**src/rtl/exc_seq_pkg.sv**
```systemverilog
package exc_seq_pkg;

  localparam int VEC_W = 6;
  localparam int ADDR_W = 8;
  localparam int VEC_SHIFT = 2;
  localparam logic [VEC_W-1:0] VEC_RESET = 6'h00;
  localparam logic [VEC_W-1:0] VEC_NMI = 6'h07;
  localparam logic [VEC_W-1:0] VEC_TRAP_BASE = 6'h08;
  localparam logic [VEC_W-1:0] VEC_IRQ_FIRST = 6'h0c;
  localparam logic [VEC_W-1:0] VEC_INT_LAST = 6'h3f;
  localparam int RST_PIN_MIN_CYCLES = 10;
  localparam int WDT_HOLD_CYCLES = 10;
  localparam int CNT_W = 16;
  localparam logic NMI_EDGE_FALL = 1'b0;
  localparam logic UFS_RESET = 1'b1;

  typedef enum logic [4:0] {
    ST_RESET = 5'b00001,
    ST_RUN   = 5'b00010,
    ST_PUSH  = 5'b00100,
    ST_MASK  = 5'b01000,
    ST_FETCH = 5'b10000
  } exc_state_type;

  typedef struct packed {
    logic user_flag_select;
    logic nmi_edge_select;
  } exc_cfg_type;

  typedef struct packed {
    logic imask;
    logic aux_mask_flag;
  } ccr_mask_type;

  typedef struct packed {
    logic           valid;
    logic [VEC_W-1:0] vec;
  } irq_req_type;

endpackage : exc_seq_pkg

```
**src/rtl/exception_sequencer.sv**
```systemverilog
`timescale 1ns/1ps
// What this block does
// - Reset beats interrupts, interrupts beat traps
// - Traps accepted always while running
// - Reset handling starts on reset pin rise
// - Interrupts taken only at instruction boundary
// - Push state, set mask, then fetch vector
// - Reset skips stack push
// - Vector address is four times number
// - Reset pin low halts and holds
// - Reset exit initialises and sets mask
// - Reset fetches vector zero, then runs
// - Watchdog overflow also resets chip
// - All interrupts blocked until first instruction
// - First instruction never pre-empted
// - Seven external, 36 internal sources, distinct vectors
// - Nonmaskable interrupt highest, ignores mask
// - Controller arbitrates two-level maskable requests
// - Trap sets aux mask when select bit low
// - Trap code picks one of four vectors
// - User flag select resets to one
// - Nonmaskable edge chosen by edge select
module exception_sequencer #(
  parameter int WDT_HOLD = exc_seq_pkg::WDT_HOLD_CYCLES
) (
  input  wire logic                       mclk_in,          // System clock
  input  wire logic                       rst_in,           // Async reset
  input  wire logic                       chip_init_pin_n_in, // Reset pin, low active
  input  wire logic                       wdt_overflow_in,  // Watchdog overflow pulse
  input  wire exc_seq_pkg::exc_cfg_type   cfg_in,           // Control bits
  input  wire exc_seq_pkg::ccr_mask_type  ccr_in,           // Current mask flags
  input  wire logic                       nmi_pin_in,       // Nonmaskable pin
  input  wire exc_seq_pkg::irq_req_type   irq_in,           // Arbitrated request
  input  wire logic                       insn_done_in,     // Instruction end pulse
  input  wire logic                       trap_req_in,      // Trap executed
  input  wire logic [1:0]                 trap_num_in,      // Trap vector code
  input  wire logic                       push_done_in,     // Stack save done
  input  wire logic                       fetch_done_in,    // Vector fetch done
  output logic                            halt_out,         // In reset state
  output logic                            init_out,         // Initialise pulse
  output logic                            push_req_out,     // Save PC and flags
  output logic                            set_imask_out,    // Set mask pulse
  output logic                            set_aux_out,      // Set aux mask pulse
  output logic                            fetch_req_out,    // Fetch vector
  output logic [exc_seq_pkg::VEC_W-1:0]   vec_num_out,      // Vector number
  output logic [exc_seq_pkg::ADDR_W-1:0]  vec_addr_out,     // Vector address
  output logic                            irq_ack_out,      // Request taken pulse
  output logic                            busy_out          // Exception in progress
);
  import exc_seq_pkg::*;

  ////////////////////////////////////////////////////////////////////////////
  // Parameter check
  if (WDT_HOLD < 1 || WDT_HOLD >= (1 << CNT_W)) begin : g_bad_hold
    $error("WDT_HOLD out of range");
  end

  function automatic logic [ADDR_W-1:0] vec_to_addr(input logic [VEC_W-1:0] num);
    vec_to_addr = {num, {VEC_SHIFT{1'b0}}};
  endfunction : vec_to_addr

  ////////////////////////////////////////////////////////////////////////////
  // State
  exc_state_type          state_q, state_d;
  logic [CNT_W-1:0]       wdt_cnt_q, wdt_cnt_d;
  logic                   nmi_prev_q, nmi_prev_d;
  logic                   nmi_pend_q, nmi_pend_d;
  logic                   trap_pend_q, trap_pend_d;
  logic [1:0]             trap_num_q, trap_num_d;
  logic                   first_q, first_d;
  logic                   is_trap_q, is_trap_d;
  logic                   halt_d, init_d, push_d, set_i_d, set_ui_d, fetch_d;
  logic                   ack_d, busy_d;
  logic [VEC_W-1:0]       vec_d;
  logic [ADDR_W-1:0]      addr_d;
  logic                   pin_low, nmi_edge;

  always_comb begin
    pin_low = ~chip_init_pin_n_in;
    nmi_edge = (cfg_in.nmi_edge_select == NMI_EDGE_FALL) ? (nmi_prev_q & ~nmi_pin_in)
                                                         : (~nmi_prev_q & nmi_pin_in);
    state_d = state_q;
    wdt_cnt_d = wdt_cnt_q;
    nmi_prev_d = nmi_pin_in;
    nmi_pend_d = nmi_pend_q;
    trap_pend_d = trap_pend_q;
    trap_num_d = trap_num_q;
    first_d = first_q;
    is_trap_d = is_trap_q;
    init_d = 1'b0;
    push_d = push_req_out;
    set_i_d = 1'b0;
    set_ui_d = 1'b0;
    fetch_d = fetch_req_out;
    ack_d = 1'b0;
    vec_d = vec_num_out;
    if (trap_req_in && insn_done_in) begin
      trap_pend_d = 1'b1;
      trap_num_d = trap_num_in;
    end
    unique case (state_q)
      ST_RESET: begin
        if (wdt_cnt_q != '0) begin
          wdt_cnt_d = wdt_cnt_q - 1'b1;
        end
        if (!pin_low && wdt_cnt_q == '0) begin
          state_d = ST_MASK;
          init_d = 1'b1;
          vec_d = VEC_RESET;
          is_trap_d = 1'b0;
          first_d = 1'b1;
          nmi_pend_d = 1'b0;
          trap_pend_d = 1'b0;
        end
      end
      ST_RUN: begin
        if (insn_done_in) begin
          first_d = 1'b0;
        end
        if (insn_done_in && !first_q && nmi_pend_q) begin
          state_d = ST_PUSH;
          push_d = 1'b1;
          vec_d = VEC_NMI;
          is_trap_d = 1'b0;
          nmi_pend_d = 1'b0;
        end else if (insn_done_in && !first_q && irq_in.valid && !ccr_in.imask) begin
          state_d = ST_PUSH;
          push_d = 1'b1;
          vec_d = irq_in.vec;
          is_trap_d = 1'b0;
          ack_d = 1'b1;
        end else if (trap_pend_q || (trap_req_in && insn_done_in)) begin
          state_d = ST_PUSH;
          push_d = 1'b1;
          vec_d = VEC_W'(VEC_TRAP_BASE + (trap_pend_q ? trap_num_q : trap_num_in));
          is_trap_d = 1'b1;
          trap_pend_d = 1'b0;
        end
      end
      ST_PUSH: begin
        if (push_done_in) begin
          push_d = 1'b0;
          state_d = ST_MASK;
        end
      end
      ST_MASK: begin
        set_i_d = 1'b1;
        set_ui_d = is_trap_q && !cfg_in.user_flag_select;
        fetch_d = 1'b1;
        state_d = ST_FETCH;
      end
      ST_FETCH: begin
        if (fetch_done_in) begin
          fetch_d = 1'b0;
          state_d = ST_RUN;
        end
      end
      default: state_d = ST_RESET;
    endcase
    if (nmi_edge && state_q != ST_RESET) begin
      nmi_pend_d = 1'b1;
    end
    if (pin_low || wdt_overflow_in) begin
      state_d = ST_RESET;
      push_d = 1'b0;
      fetch_d = 1'b0;
      set_i_d = 1'b0;
      set_ui_d = 1'b0;
      init_d = 1'b0;
      ack_d = 1'b0;
      if (wdt_overflow_in) begin
        wdt_cnt_d = CNT_W'(WDT_HOLD);
      end
    end
    addr_d = vec_to_addr(vec_d);
    halt_d = (state_d == ST_RESET);
    busy_d = (state_d == ST_PUSH) || (state_d == ST_MASK) || (state_d == ST_FETCH);
  end

  always_ff @(posedge mclk_in or posedge rst_in) begin
    if (rst_in) begin
      state_q <= ST_RESET;
      wdt_cnt_q <= '0;
      nmi_prev_q <= 1'b0;
      nmi_pend_q <= 1'b0;
      trap_pend_q <= 1'b0;
      trap_num_q <= 2'h0;
      first_q <= 1'b1;
      is_trap_q <= 1'b0;
      halt_out <= 1'b1;
      init_out <= 1'b0;
      push_req_out <= 1'b0;
      set_imask_out <= 1'b0;
      set_aux_out <= 1'b0;
      fetch_req_out <= 1'b0;
      vec_num_out <= VEC_RESET;
      vec_addr_out <= 8'h00;
      irq_ack_out <= 1'b0;
      busy_out <= 1'b0;
    end else begin
      state_q <= state_d;
      wdt_cnt_q <= wdt_cnt_d;
      nmi_prev_q <= nmi_prev_d;
      nmi_pend_q <= nmi_pend_d;
      trap_pend_q <= trap_pend_d;
      trap_num_q <= trap_num_d;
      first_q <= first_d;
      is_trap_q <= is_trap_d;
      halt_out <= halt_d;
      init_out <= init_d;
      push_req_out <= push_d;
      set_imask_out <= set_i_d;
      set_aux_out <= set_ui_d;
      fetch_req_out <= fetch_d;
      vec_num_out <= vec_d;
      vec_addr_out <= addr_d;
      irq_ack_out <= ack_d;
      busy_out <= busy_d;
    end
  end
endmodule : exception_sequencer

```
**config.mk**
```make
export PLATFORM = sky130hd
export DESIGN_NAME = exception_sequencer
export DESIGN_NICKNAME = d
export VERILOG_FILES = /design/src/rtl/exc_seq_pkg.sv /design/src/rtl/exception_sequencer.sv
export SDC_FILE = /design/constraint.sdc
export NUM_CORES = 1
export LEC_CHECK = 0
export BUFFER_PORTS_ARGS = -buffer_cell sky130_fd_sc_hd__buf_4
export CORE_UTILIZATION = 30
export CTS_BUF_LIST = sky130_fd_sc_hd__clkbuf_8
export CTS_CLUSTER_DIAMETER = 120
export DETAILED_ROUTE_END_ITERATION = 7
export SKIP_LAST_GASP = 1
export SYNTH_ARGS = -nofsm -noshare
export SYNTH_HDL_FRONTEND = slang
export SYNTH_SLANG_ARGS = --single-unit
```
**constraint.sdc**
```tcl
create_clock -name mclk_in -period 2.2 [get_ports mclk_in]
set_input_delay 0 -clock mclk_in [delete_from_list [all_inputs] [get_ports mclk_in]]
set_output_delay 0 -clock mclk_in [all_outputs]
set_load 0.01 [all_outputs]
```
; ---- Word-level counts from Yosys, hierarchy flattened
; Index checks and enable logic that the tools add are counted.
[word_totals]
word_cells = 123
in_bits = 22
output_inout_bits = 22
reg_bits = 42
[classes]
addsub = 2
n_eq_ne = 18
bitwise_logic = 5
muxes = 55
n_reduce_logical = 26
[op_table]
columns = operator, count
row1 = 16-bit two-way mux, 4
row2 = 5-bit two-way mux, 7
row3 = 1-bit two-way mux, 31
row4 = 5-bit one-hot mux with 5 select lines, 1
row5 = 6-bit two-way mux, 4
row6 = 16-bit zero test, 1
row7 = 16-bit nonzero test, 1
row8 = "16-bit by 1-bit subtractor with 16-bit output, second input constant", 1
row9 = "3-bit inequality test, second input constant", 4
row10 = 1-bit one-hot mux with 2 select lines, 6
row11 = 6-bit one-hot mux with 2 select lines, 1
row12 = 3-bit AND reduction, 4
row13 = "5-bit by 1-bit == test with 1-bit output, second input constant", 2
row14 = "5-bit by 3-bit == test with 1-bit output, second input constant", 2
row15 = "5-bit by 4-bit == test with 1-bit output, second input constant", 2
row16 = "5-bit == test, second input constant", 2
row17 = 3-bit nonzero test, 3
row18 = 1-bit logical AND, 8
row19 = "4-bit by 2-bit adder with 5-bit output, first input constant", 1
row20 = "5-bit by 2-bit == test with 1-bit output, second input constant", 1
row21 = "5-bit by 1-bit inequality test with 1-bit output, second input constant", 1
row22 = "5-bit inequality test, second input constant", 1
row23 = 1-bit logical OR, 4
row24 = "2-bit inequality test, second input constant", 2
row25 = 7 further kinds, 12

; ---- Longest topological paths before layout
[depth]
depth_word = 11
mapped_depth = 7
mapped_depth_nobuf = 7

; ---- Worst setup path after synthesis
; Ideal clock, no wire load.
[synth_path]
kind = reg-to-reg
start = reg wdt_cnt_q[0]
end = reg vec_addr_out[2] in the netlist's numbering
synth_period_minus_slack_ps = 2329
setup_slack_ps = -129
path_stages_with_launch = 8
t_arrival_ps = 2204
setup_ps = 125
path_cell_list = dfrtp_1 -> inv_1 -> ha_1 -> or4b_4 -> nor4_4 -> and3_4 -> o21ai_4 -> mux2_4
[synth_between]
elab_chain_cells = 4
[synth_rtl]
columns = element, line_no
row1 = from (decl), exception_sequencer.sv:65  ; logic [CNT_W-1:0] wdt_cnt_q, wdt_cnt_d;
row2 = from (signal assigned), exception_sequencer.sv:202  ; wdt_cnt_q <= wdt_cnt_d;
row3 = 16-bit zero test, exception_sequencer.sv:106  ; if (!pin_low && wdt_cnt_q == '0) begin
row4 = 1-bit logical AND, exception_sequencer.sv:106
row5 = 2-bit inequality test (no source line), --
row6 = 3-bit AND reduction (no source line), --
row7 = to (signal assigned), exception_sequencer.sv:216  ; vec_addr_out <= addr_d;
row8 = to (decl), exception_sequencer.sv:46  ; output logic [exc_seq_pkg::ADDR_W-1:0] vec_addr_out,
; Every way passes these cells.
; A chain may end at the register's enable or synchronous reset.

; ---- Final worst setup path
[layout_path]
start = reg wdt_cnt_q[0]
end = reg vec_addr_out[3] in the netlist's numbering
; Same word-level chain as after synthesis.

==> flow_metrics.py <==
metrics = {
    "place": {
        "dpl_cell_area_sq_um": 2660,
        "place_inst": 355,
        "routabilityCongestion": 0.794,
        "dp_hpwl_mm": 3.55,
        "place_ws_ps": 1.00,
        "io_buffers": 40,
    },
    "timing": {
        "relSlewSlack": 0.637,
        "skew_ps": 11.0,
        "postLayoutSetupSlackWorst_ps": 47.7,
        "achievable-frequency_mhz": 465,
        "fin_crit_sh": 0.978,
        "post-route-min-period_ps": 2150,
        "worstMarginPinSlew_ps": 545,
        "hold_viol_final": 0,
        "rsz0062_at_grt": "yes",
        "setup_viol": 0,
        "hold-worst-slack_ps": 11.8,
        "slew_viol_final": 0,
    },
    "clocking": {
        "clock_latency_ps": 300,
        "cts_tree": "built",
        "cts_root_buffer": "clkbuf_8",
        "cts-buffers-inserted": 5,
        "clock_sinks": 42,
        "clk_path_buf_depth": 2,
        "htreeDepth": 2,
        "clk_pin_slew_ps": 90,
    },
    "worst_setup_path": {
        "reg2reg_slack_ps": 50,
        "path_max_fanout": 6,
        "arrival_ps": 2340,
        "critPathLaunch": "wdt_cnt_q[0]$_DFF_PP0_",
        "setup.worst_path.end": "vec_addr_out[3]$_DFFE_PP0P_",
        "rr_startpoint": "wdt_cnt_q[0]$_DFF_PP0_",
        "worstPathRequired_ps": 2380,
        "end_kind": "flip-flop",
        "r2r.worst_path.cells": 8,
        "crit_type": "flip-flop to flip-flop",
        "cp-start-kind": "flip-flop",
        "regToRegEndpoint": "vec_addr_out[3]$_DFFE_PP0P_",
    },
    "yosys": {
        "yosys.area_share.simple": 0.254,
        "ys_seq_elements": 42,
        "synthMuxAreaShare": 0.0330,
        "synth_top_cell_by_area": "dfrtp_1",
        "ys_types": 51,
        "yosysWarnings": 0,
        "synth_compound_area_frac": 0.123,
        "yosys.area_share.adder": 0.00569,
        "syn_area_per_cell_sq_um": 10.1,
        "synth_xor_area_frac": 0.0557,
        "netlist_area_sq_um": 2200,
        "synth_top_area_frac": 0.443,
        "synth.area.top_cells": "dfrtp_1, xnor2_1, nor2_1, dfstp_2, buf_4",
        "synth_top_family_by_area": "simple AND/OR/NAND/NOR gates",
        "synth-edff-count": 0,
        "syn_inst": 218,
        "async_flop_share": 1.00,
        "ys_seq_area_frac": 0.479,
        "synthFlopType": "dfrtp_1",
    },
    "pwr": {
        "seqPwrFrac": 0.473,
        "intPower_w": 0.00132,
        "combPwrFrac": 0.265,
        "p_total_w": 0.00193,
        "switching_power_w": 0.000603,
        "p_per_area_nw_per_um2": 663,
        "clockPowerShare": 0.262,
        "vdd_drop_max_mv": 0.198,
        "total_leakage_power_nw": 1.29,
        "swShare": 0.313,
    },
    "final_layout": {
        "area_growth_pct": 32.0,
        "layout-drive-gt1-share": 0.324,
        "final_cells": 377,
        "design_area_sq_um": 2910,
        "n_antenna_cell": 0,
        "nNetsFinal": 303,
        "final.fill_count": 689,
    },
    "grt": {
        "grt_antenna_before_repair": 0,
        "grtUsageTotal": 0.134,
        "grt_pass1_wl_mm": 8.02,
        "grt_pass1_vias": 1755,
        "grt_max_degree": 43,
        "overflow": 0,
    },
    "detailed_routing": {
        "viasPerCell": 4.90,
        "drc": 0,
        "wl_per_cell_microns": 13.2,
        "firstDrtPassIters": 4,
        "vias": 1846,
        "postRouteAntennaNets": 0,
        "drt_iter0_drc": 39,
        "wirelength_mm": 4.97,
    },
    "floorplan": {
        "ioPinCount": 44,
        "rows": 30,
        "die_x_microns": 87.7,
        "dieArea_sq_um": 7680,
        "coreArea_sq_um": 6940,
        "initial_utilization": 0.317,
        "die_y_microns": 87.7,
    },
    "job": {
        "drv_cap": 0,
    },
    "status": {
        "status": "finished, final reports clean",
    },
    "min_path": {
        "hold_class": "input port to flip-flop",
    },
}
[final cells by class]
type / count / area (sq um) / share of cell area
repair buffers: 68 / 537 / 0.185
multi-input cells: 157 / 1080 / 0.372
flip-flops and latches: 42 / 1050 / 0.363
clock inverters: 3 / 21.3 / 0.00732
clock buffers: 5 / 68.8 / 0.0237
inverters: 6 / 22.5 / 0.00775
well taps: 96 / 120 / 0.0413
[worst min-delay path by stage]
stage	from	endpoint	slack [ps]	depth (start not counted)
floorplan	nmi_pin_in	nmi_prev_q$_DFF_PP0_	30	0
global placement	nmi_pin_in	nmi_prev_q$_DFF_PP0_	130	1
detailed placement	nmi_pin_in	nmi_prev_q$_DFF_PP0_	130	1
CTS	fetch_done_in	state_q[1]$_DFF_PP0_	10	3
global route	wdt_overflow_in	wdt_cnt_q[0]$_DFF_PP0_	30	2
finish	wdt_overflow_in	wdt_cnt_q[6]$_DFF_PP0_	10	2
[power by group through the flow]
stage | combinational, W | clock, W | sequential (W)
finish | 0.000511 | 0.000504 | 0.000910
detailed placement | 0.000452 | 0 | 0.000921
global placement | 0.000445 | 0 | 0.000916
CTS | 0.000467 | 0.000515 | 0.000906
floorplan | 0.000307 | 0 | 0.000905
global route | 0.000572 | 0.000548 | 0.000920
[cell usage after synthesis, types with 2 or more instances]
cell type / count
dfrtp_1: 39
nor2_1: 24
nand2_1: 12
xnor2_1: 11
a21oi_1: 9
nor3_1: 9
buf_4: 8
o21ai_0: 8
inv_1: 6
nand2b_1: 6
nor4b_1: 6
clkbuf_1: 5
nor2b_1: 5
a32o_1: 4
nand4_1: 4
nor4_1: 4
or3_1: 4
or4_1: 4
a211oi_1: 3
dfstp_2: 3
nand3_1: 3
or2_2: 3
xor2_1: 3
and3b_1: 2
mux2_2: 2
mux2_4: 2
mux2i_1: 2
nand3b_1: 2
o2bb2ai_1: 2
o41ai_1: 2
[per-layer routing]
| layer | wire length [microns] | part of all wire | GRT usage | vias up |
|---|---|---|---|---|
| li1 | - | - | - | 899 |
| met1 | 2300 | 0.46 | 0.171 | 900 |
| met2 | 2460 | 0.49 | 0.232 | 40 |
| met3 | 173 | 0.035 | 0.0330 | 7 |
| met4 | 37 | 0.0074 | 0.0268 | 0 |
| met5 | 0 | 0 | 0 | - |
[sequential cells by signal, summed over array words and instances (netlist names)]
| signal | count |
|---|---|
| busy_out | 1 |
| fetch_req_out | 1 |
| first_q | 1 |
| halt_out | 1 |
| init_out | 1 |
| irq_ack_out | 1 |
| is_trap_q | 1 |
| nmi_pend_q | 1 |
| nmi_prev_q | 1 |
| push_req_out | 1 |
| set_aux_out | 1 |
| set_imask_out | 1 |
| state_q | 5 |
| trap_num_q | 2 |
| trap_pend_q | 1 |
| vec_addr_out | 6 |
| wdt_cnt_q | 16 |
[stage by stage]
| step | setup TNS, ps | util |
|---|---|---|
| after floorplan | 0 | - |
| after global placement | 0 | 0.383 |
| after detailed placement | 0 | 0.383 |
| after CTS | 0 | 0.408 |
| after global routing | -268 | 0.418 |
| final | 0 | 0.418 |
[timing repair]
action                     CTS  global route
pin swaps                    1             2
hold buffers                 9             0
hold endpoints to repair    47             0
setup endpoints to repair    1            12
cloned                       0             0
setup buffers                0             5
resized for setup            0             8
[placed cells by master, fill, tap and decap left out, types with 2 or more instances in the layout]
cell           instances
mux2_2                 2
nor3_1                 8
dfrtp_1               39
or2_2                  3
a211oi_1               3
a32o_1                 4
nand2b_1               6
dlygate4sd3_1          9
nor2b_1                5
xnor2_1               11
dfstp_2                3
inv_2                  2
nand4_1                4
a21oi_1                9
o21ai_0                8
mux2i_1                2
buf_4                 58
o41ai_1                2
and3b_1                2
clkbuf_8               5
xor2_1                 3
mux2_4                 2
or3_1                  4
nor4b_1                6
nand3_1                3
nor4_1                 3
conb_1                 2
o2bb2ai_1              2
nor2_1                24
or4_4                  3
inv_1                  4
nand2_1               11
nand3b_1               2
[critical path: stages, from the launching register on]
cell and delay, ps:
dfrtp_1 410, inv_2 90, ha_4 130, or4b_4 470, buf_6 140, nor4_4 150, and3_4 250, o21ai_4 90
mux2_4 310
[logic make-up (layout without fill, tap and decap cells)]
kind of cell / after synthesis / in the layout
flip-flops: 42 / 42
multiplexers: 6 / 6
other: 1 / 2
AO/OA/AOI/OAI: 38 / 38
XOR/XNOR: 14 / 14
AND/OR/NAND/NOR: 96 / 96
adder cells (fa/ha/maj): 1 / 1
buffers and inverters: 20 / 82
Power figures use the tool's default switching activity.
